===== src/logic/tmc_pkg.sv =====
package tmc_pkg;
    // ------------------------------------------------------------
    // Register bus
    // ------------------------------------------------------------
    localparam int unsigned ADDR_W = 3;
    localparam int unsigned DATA_W = 8;
    localparam logic [2:0] OFS_LOWER_CONTROL = 3'h0;
    localparam logic [2:0] OFS_UPPER_CONTROL = 3'h1;
    localparam logic [2:0] OFS_LOWER_COMPARE = 3'h2;
    localparam logic [2:0] OFS_UPPER_COMPARE = 3'h3;
    localparam logic [2:0] OFS_IRQ_STATUS    = 3'h4;
    localparam logic [2:0] OFS_IRQ_MASK      = 3'h5;

    // ------------------------------------------------------------
    // Control register fields
    // ------------------------------------------------------------
    localparam int unsigned CTL_TOGGLE_BIT = 7;
    localparam int unsigned CTL_CLK_MSB    = 6;
    localparam int unsigned CTL_CLK_LSB    = 4;
    localparam int unsigned CTL_RUN_BIT    = 3;
    localparam int unsigned CTL_MODE_MSB   = 2;
    localparam int unsigned CTL_MODE_LSB   = 0;

    localparam logic [7:0] RST_CONTROL = 8'h00;
    localparam logic [7:0] RST_COMPARE = 8'h00;
    localparam logic [1:0] RST_IRQ     = 2'h0;
    localparam logic       RST_TOGGLE  = 1'b0;

    // Mode field encodings
    localparam logic [2:0] MODE_TIMER      = 3'h0;
    localparam logic [2:0] MODE_DIVIDER    = 3'h1;
    localparam logic [2:0] MODE_MODULATOR  = 3'h2;
    localparam logic [2:0] MODE_CASCADE_LO = 3'h3;

    // Clock select encodings
    localparam logic [2:0] CLK_DIV2048 = 3'h0;
    localparam logic [2:0] CLK_DIV128  = 3'h1;
    localparam logic [2:0] CLK_DIV32   = 3'h2;
    localparam logic [2:0] CLK_DIV8    = 3'h3;
    localparam logic [2:0] CLK_DIV2    = 3'h4;
    localparam logic [2:0] CLK_UNDIV   = 3'h5;
    localparam logic [2:0] CLK_PIN     = 3'h6;

    // Prescaler taps
    localparam int unsigned PRE_W       = 11;
    localparam int unsigned TAP_DIV2048 = 11;
    localparam int unsigned TAP_DIV128  = 7;
    localparam int unsigned TAP_DIV32   = 5;
    localparam int unsigned TAP_DIV8    = 3;

    localparam logic [7:0] COUNT_TOP = 8'hff;
endpackage


===== src/logic/tmc_dual_timer.sv =====
// The implementer's own choices: the register addresses and the plain strobed port.
`timescale 1ns/1ps
module tmc_dual_timer (
    input  wire logic                        sys_clk,        // fc
    input  wire logic                        reset,          // Synchronous, active high
    input  wire logic [tmc_pkg::ADDR_W-1:0]  regAddr,        // Register index
    input  wire logic [tmc_pkg::DATA_W-1:0]  regWrData,      // Write data
    input  wire logic                        regWrStrobe,    // Write strobe
    input  wire logic                        regRdStrobe,    // Read strobe
    output logic      [tmc_pkg::DATA_W-1:0]  regRdData,      // Read data, one cycle later
    input  wire logic [1:0]                  eventCountPin,  // External count pins
    output logic      [1:0]                  dividerOutPin,  // Divider outputs, inverted toggle
    output logic                             irq             // Level interrupt
);
    import tmc_pkg::*;

    // ------------------------------------------------------------
    // Registers
    // ------------------------------------------------------------
    logic [7:0]       unitControl [2];
    logic [7:0]       unitCompare [2];
    logic [7:0]       unitCount   [2];
    logic [1:0]       toggleFf;
    logic [1:0]       irqStatus;
    logic [1:0]       irqMask;
    logic [1:0]       matchEvent;
    logic [1:0]       next_irqStatus;
    logic [PRE_W-1:0] prescale;
    logic [2:0]       pinSync [2];
    logic [1:0]       pinLevel;
    logic [1:0]       pinFall;
    logic [1:0]       ctlWrite;
    logic [1:0]       cmpWrite;
    logic             cascade;
    logic             wideHit;

    assign ctlWrite[0] = regWrStrobe && (regAddr == OFS_LOWER_CONTROL);
    assign ctlWrite[1] = regWrStrobe && (regAddr == OFS_UPPER_CONTROL);
    assign cmpWrite[0] = regWrStrobe && (regAddr == OFS_LOWER_COMPARE);
    assign cmpWrite[1] = regWrStrobe && (regAddr == OFS_UPPER_COMPARE);

    // Upper mode top bit joins the pair into one 16-bit counter
    assign cascade = unitControl[1][CTL_MODE_MSB];
    assign wideHit = ({unitCount[1], unitCount[0]} + 16'h0001) == {unitCompare[1], unitCompare[0]};

    // ------------------------------------------------------------
    // Prescaler
    // ------------------------------------------------------------
    // Free running and cleared only by reset, so the first tick after start may come early
    always_ff @(posedge sys_clk) begin
        if (reset) begin
            prescale <= '0;
        end else begin
            prescale <= prescale + 11'h001;
        end
    end

    // Prescaler passed in so a continuous assign re-evaluates on every count
    function automatic logic selTick(input logic [2:0] sel, input logic fall, input logic [PRE_W-1:0] pre);
        logic t;
        t = 1'b0;
        case (sel)
            CLK_DIV2048: t = &pre[TAP_DIV2048-1:0];
            CLK_DIV128:  t = &pre[TAP_DIV128-1:0];
            CLK_DIV32:   t = &pre[TAP_DIV32-1:0];
            CLK_DIV8:    t = &pre[TAP_DIV8-1:0];
            CLK_DIV2:    t = pre[0];
            CLK_UNDIV:   t = 1'b1;
            CLK_PIN:     t = fall;
            default:     t = 1'b0;
        endcase
        return t;
    endfunction

    // ------------------------------------------------------------
    // Per-unit logic
    // ------------------------------------------------------------
    logic [1:0] runEff;
    logic [1:0] srcTick;
    logic [1:0] step;
    logic [1:0] next_toggle;

    for (genvar i = 0; i < 2; i++) begin : g_unit
        logic [7:0] countInc;
        logic [2:0] mode;

        assign countInc = unitCount[i] + 8'h01;
        assign mode     = unitControl[i][CTL_MODE_MSB:CTL_MODE_LSB];

        // Count pin: three stages, level changes once stages two and three agree
        always_ff @(posedge sys_clk) begin
            if (reset) begin
                pinSync[i]  <= 3'h7;
                pinLevel[i] <= 1'b1;
            end else begin
                pinSync[i] <= {pinSync[i][1:0], eventCountPin[i]};
                if (pinSync[i][1] == pinSync[i][2]) begin
                    pinLevel[i] <= pinSync[i][2];
                end
            end
        end
        assign pinFall[i] = pinLevel[i] && !pinSync[i][1] && !pinSync[i][2];

        if (i == 0) begin : g_lo
            assign runEff[i]  = cascade ? unitControl[1][CTL_RUN_BIT] : unitControl[0][CTL_RUN_BIT];
            assign srcTick[i] = selTick(unitControl[0][CTL_CLK_MSB:CTL_CLK_LSB], pinFall[0], prescale);
        end else begin : g_hi
            assign runEff[i]  = unitControl[1][CTL_RUN_BIT];
            // Carry from the lower byte replaces the upper clock select
            assign srcTick[i] = cascade ? (srcTick[0] && (unitCount[0] == COUNT_TOP))
                                        : selTick(unitControl[1][CTL_CLK_MSB:CTL_CLK_LSB], pinFall[1], prescale);
        end

        assign step[i] = runEff[i] && srcTick[i];
        assign matchEvent[i] = cascade ? (step[0] && wideHit && (i == 1))
                                       : (step[i] && (countInc == unitCompare[i]));

        always_ff @(posedge sys_clk) begin
            if (reset) begin
                unitCount[i] <= 8'h00;
            end else if (cascade ? (step[0] && wideHit) : matchEvent[i]) begin
                unitCount[i] <= 8'h00;
            end else if (step[i]) begin
                unitCount[i] <= countInc;
            end
        end

        always_ff @(posedge sys_clk) begin
            if (reset) begin
                unitControl[i] <= RST_CONTROL;
            end else if (ctlWrite[i]) begin
                unitControl[i] <= regWrData;
            end
        end

        // No shadow stage: compare sees the new value on the next cycle
        always_ff @(posedge sys_clk) begin
            if (reset) begin
                unitCompare[i] <= RST_COMPARE;
            end else if (cmpWrite[i]) begin
                unitCompare[i] <= regWrData;
            end
        end

        always_comb begin
            next_toggle[i] = toggleFf[i];
            if (ctlWrite[i] && !unitControl[i][CTL_RUN_BIT]) begin
                next_toggle[i] = regWrData[CTL_TOGGLE_BIT];
            end else if (matchEvent[i] && !cascade && (mode == MODE_DIVIDER)) begin
                next_toggle[i] = !toggleFf[i];
            end
        end

        always_ff @(posedge sys_clk) begin
            if (reset) begin
                toggleFf[i]      <= RST_TOGGLE;
                dividerOutPin[i] <= !RST_TOGGLE;
            end else begin
                toggleFf[i]      <= next_toggle[i];
                dividerOutPin[i] <= !next_toggle[i];
            end
        end

    end

    // ------------------------------------------------------------
    // Interrupts
    // ------------------------------------------------------------
    // Set wins over a write-one clear in the same cycle
    always_comb begin
        next_irqStatus = irqStatus;
        if (regWrStrobe && (regAddr == OFS_IRQ_STATUS)) begin
            next_irqStatus = irqStatus & ~regWrData[1:0];
        end
        next_irqStatus = next_irqStatus | matchEvent;
    end

    always_ff @(posedge sys_clk) begin
        if (reset) begin
            irqStatus <= RST_IRQ;
            irq       <= 1'b0;
        end else begin
            irqStatus <= next_irqStatus;
            irq       <= |(next_irqStatus & irqMask);
        end
    end

    always_ff @(posedge sys_clk) begin
        if (reset) begin
            irqMask <= RST_IRQ;
        end else if (regWrStrobe && (regAddr == OFS_IRQ_MASK)) begin
            irqMask <= regWrData[1:0];
        end
    end

    // Mask change reaches irq one cycle after the mask register updates
    // ------------------------------------------------------------
    // Read port
    // ------------------------------------------------------------
    always_ff @(posedge sys_clk) begin
        if (reset) begin
            regRdData <= 8'h00;
        end else if (regRdStrobe) begin
            if (regAddr == OFS_LOWER_CONTROL) begin
                regRdData <= unitControl[0];
            end else if (regAddr == OFS_UPPER_CONTROL) begin
                regRdData <= unitControl[1];
            end else if (regAddr == OFS_LOWER_COMPARE) begin
                regRdData <= unitCompare[0];
            end else if (regAddr == OFS_UPPER_COMPARE) begin
                regRdData <= unitCompare[1];
            end else if (regAddr == OFS_IRQ_STATUS) begin
                regRdData <= {6'h00, irqStatus};
            end else if (regAddr == OFS_IRQ_MASK) begin
                regRdData <= {6'h00, irqMask};
            end else begin
                regRdData <= 8'h00;
            end
        end else begin
            regRdData <= 8'h00;
        end
    end
endmodule


===== config.mk =====
export PLATFORM = sky130hd
export DESIGN_NAME = tmc_dual_timer
export DESIGN_NICKNAME = d
export VERILOG_FILES = /design/src/logic/tmc_pkg.sv /design/src/logic/tmc_dual_timer.sv
export SDC_FILE = /design/constraint.sdc
export NUM_CORES = 1
export LEC_CHECK = 0
export BUFFER_PORTS_ARGS = -buffer_cell sky130_fd_sc_hd__buf_2
export CORE_UTILIZATION = 40
export DETAILED_ROUTE_END_ITERATION = 16
export GPL_TIMING_DRIVEN = 0
export PLACE_DENSITY_LB_ADDON = 0.12
export SKIP_LAST_GASP = 1
export SYNTH_ARGS = -nofsm -noshare
export SYNTH_HDL_FRONTEND = slang
export SYNTH_SLANG_ARGS = --single-unit

===== constraint.sdc =====
create_clock -name sys_clk -period 3.7 [get_ports sys_clk]
set_input_delay 0.185 -clock sys_clk [delete_from_list [all_inputs] [get_ports sys_clk]]
set_output_delay 0.185 -clock sys_clk [all_outputs]
set_load 0.005 [all_outputs]

==> impl_metrics.env <==
export IMPL_pwr_share_clk=0.343
export IMPL_synth_top_family_by_area="simple AND/OR/NAND/NOR gates"
export IMPL_status="completed"
export IMPL_drive_gt1_frac=0.124
export IMPL_core_um2=10400
export IMPL_p_leak_nw=1.76
export IMPL_synthTopCellsByArea="edfxtp_1 34%, dfxtp_1 17%, nor2_1 5.3%"
export IMPL_numCtsBuffers=9
export IMPL_fin_setup_tns_ns=0
export IMPL_async_reset_ff_frac=0
export IMPL_worst_slack_ns=0.701
export IMPL_avgSynthCellArea_um2=10.3
export IMPL_ys_flop_type="edfxtp_1"
export IMPL_power_switching_share=0.265
export IMPL_hold_violations=0
export IMPL_cap_violations=0
export IMPL_clkSinkCount=84
export IMPL_initial_core_util=0.413
export IMPL_ys_seq_area_frac=0.505
export IMPL_rsz0062_at_grt="no"
export IMPL_period_needed_ns=3.00
export IMPL_fp_dieArea_um2=11100
export IMPL_wl_per_cell_um=17.3
export IMPL_clk_pin_slew_ns=0.09
export IMPL_drtPass1Iterations=5
export IMPL_final_cell_mix="61 x nor2_1, 48 x edfxtp_1, 36 x and2_1, 36 x dfxtp_1, 28 x buf_2"
export IMPL_grt_ovfl_total=0
export IMPL_min_path_type="input pin to flip-flop"
export IMPL_cts_htree_levels=3
export IMPL_syn_nets=437
export IMPL_antenna_cells=0
export IMPL_place_congestion=0.853
export IMPL_ys_seq_elements=84
export IMPL_hold_start="eventCountPin[1]"
export IMPL_pwr_share_seq=0.559
export IMPL_synthAdderAreaFrac=0.0117
export IMPL_layout_commonest_cell="nor2_1"
export IMPL_syn2layout_area_growth_pct=11.8
export IMPL_finalCritPeriodShare=0.811
export IMPL_fin_util=0.462
export IMPL_internal_power_w=0.00143
export IMPL_die_w_um=105
export IMPL_critPathMaxFanout=6
export IMPL_p_total_w=0.00194
export IMPL_critPathLaunch="unitCount[1][0]$_SDFFCE_PN0P_"
export IMPL_track_usage=0.196
export IMPL_via_per_inst=5.37
export IMPL_slew_headroom=0.597
export IMPL_synth_compound_area_frac=0.0911
export IMPL_grt_max_degree=16
export IMPL_dp_hpwl_mm=7.74
export IMPL_tightestPinTransition_ns=0.605
export IMPL_clk_latency_ns=0.36
export IMPL_routed_wl_mm=10.3
export IMPL_final_max_slew_viol_count=0
export IMPL_rr_startpoint="unitCount[1][0]$_SDFFCE_PN0P_"
export IMPL_synth_simple_area_share=0.245
export IMPL_peakVddDrop_v=0.000185
export IMPL_synth_xor_area_share=0.0859
export IMPL_cts_tree="yes"
export IMPL_fmax_mhz=333
export IMPL_root_buffer="clkbuf_8"
export IMPL_muxShareOfSynthArea=0.0432
export IMPL_fin_skew_ns=0.0175
export IMPL_antenna_found_initial=0
export IMPL_drcViolationCount=0
export IMPL_synth_edff_count=48
export IMPL_pwr_density_cell_nw_per_um2=406
export IMPL_yosysUniqueCellTypes=57
export IMPL_numPortBuffers=25
export IMPL_arrival_ns=3.23
export IMPL_worstPathRequired_ns=3.93
export IMPL_cts_path_max_buffers=2
export IMPL_p_comb_frac=0.098
export IMPL_place_ws_ns=0.700
export IMPL_ys_warnings_count=0
export IMPL_rows=37
export IMPL_grt_pass1_vias=3091
export IMPL_cp_start_kind="flip-flop"
export IMPL_worstSetupPathType="flip-flop to flip-flop"
export IMPL_grt_first_pass_wirelength_mm=16.4
export IMPL_final_nets=474
export IMPL_yosys_area_top_type="edfxtp_1"
export IMPL_setup_viol=0
export IMPL_drt_antenna_violating_nets=0
export IMPL_yosys_area_top_type_share=0.337
export IMPL_vias=3192
export IMPL_drt_initial_drc_count=159
export IMPL_pin_count=28
export IMPL_postCtsResizedCells=0
export IMPL_netSwitchingPower_w=0.000514
export IMPL_worstSetupEndpointType="flip-flop"
export IMPL_die_y_um=105
export IMPL_syn_area_um2=4280
export IMPL_synth_cells=416
-- routing by layer --
| metal | vias up | global-route usage | routed length [um] |
|---|---|---|---|
| met5 | - | 0 | 0 |
| met4 | 0 | 0.0714 | 218 |
| met3 | 15 | 0.0377 | 453 |
| met2 | 72 | 0.307 | 4670 |
| met1 | 1548 | 0.270 | 4950 |
| li1 | 1557 | - | - |
-- area by class of cell --
class / count / area, um2
plain buffers: 13 / 52.6
clock buffers: 9 / 124
clock inverters: 7 / 75.1
fillers: 1039 / 5580
inverters: 7 / 26.3
multi-input cells: 312 / 2040
flip-flops and latches: 84 / 2160
well taps: 136 / 170
repair buffers: 26 / 135
-- repair_timing --
action | in CTS | in global routing
endpoints found under the hold margin | 1 | 0
setup buffers | 0 | 0
endpoints found under the setup margin | 0 | 0
hold buffers | 1 | 0
-- stage by stage --
step | hold slack (ns) | area (um2) | instances
after detailed placement | 0.374 | 4580 | 577
after global routing | 0.00743 | 4790 | 594
after floorplan | 0.289 | 4280 | 416
after CTS | 0.0107 | 4790 | 594
final | 0.0199 | 4790 | 594
after global placement | 0.370 | 4580 | 577
-- final timing paths --
path,slack [ns],cells past startpoint,to
worst min-delay path,0.02,2,pinSync[1][0]$_SDFF_PP1_
worst max register to register,0.70,9,dividerOutPin[1]$_SDFF_PP1_
worst max-delay path,0.70,9,dividerOutPin[1]$_SDFF_PP1_
worst min register to register,0.42,1,pinSync[0][1]$_SDFF_PP1_
-- sequential cells by signal, indices dropped and copies added, names as in the netlist --
signal	cells
pinSync	6
irqStatus	2
toggleFf	2
unitCount	16
unitControl	16
irq	1
regRdData	8
dividerOutPin	2
pinLevel	2
prescale	11
unitCompare	16
irqMask	2
-- Yosys cell counts, types with 2 or more instances --
cell type  count
nand2b_1      11
inv_1          7
o21ai_0       11
nor2_1        61
ha_1           4
nand2_1       18
dfxtp_1       36
nor4_1         2
a211o_1        2
o31ai_1        2
nor3_1         6
or4b_1         2
a21oi_1        8
nand4_1        8
a211oi_1      10
and3_1         4
mux4_2         2
nand4b_1       4
xor2_1        19
and2_1        36
clkbuf_1      10
o21bai_1       2
xnor2_1       23
edfxtp_1      48
nand3_1       15
a221o_1        2
or2_1          2
mux2i_1       14
buf_2          3
or2_2          6
or3_1          5
nor2b_1        6
and4_1         3
-- cells by family (layout without fill, tap and decap cells) --
group                      Yosys count  in the layout
muxes                               16             16
AOI/OAI and AO/OA                   54             54
and+or+nand+nor                    196            196
buffers and inverters               20             62
DFF                                 84             84
adders and majority gates            4              4
xor gates and xnor gates            42             42
-- worst max-delay path, cell delays in order (launching register included) --
cell and delay (ns):
edfxtp_1 0.53, ha_1 0.39, xor2_1 0.17, or3_1 0.35, a221oi_2 0.18, nand4_1 0.23
a2111oi_2 0.42, xor2_1 0.18, nor2_1 0.07, or3_1 0.37
-- power by group through the flow --
| stage | clock network [W] | logic [W] | registers, W |
|---|---|---|---|
| finish | 0.000667 | 0.000190 | 0.00109 |
| global route | 0.000721 | 0.000211 | 0.00109 |
| CTS | 0.000685 | 0.000190 | 0.00108 |
| detailed placement | 0 | 0.000189 | 0.00111 |
| global placement | 0 | 0.000187 | 0.00110 |
| floorplan | 0 | 0.000136 | 0.00108 |
No activity file was read; power rests on OpenSTA's default activity.
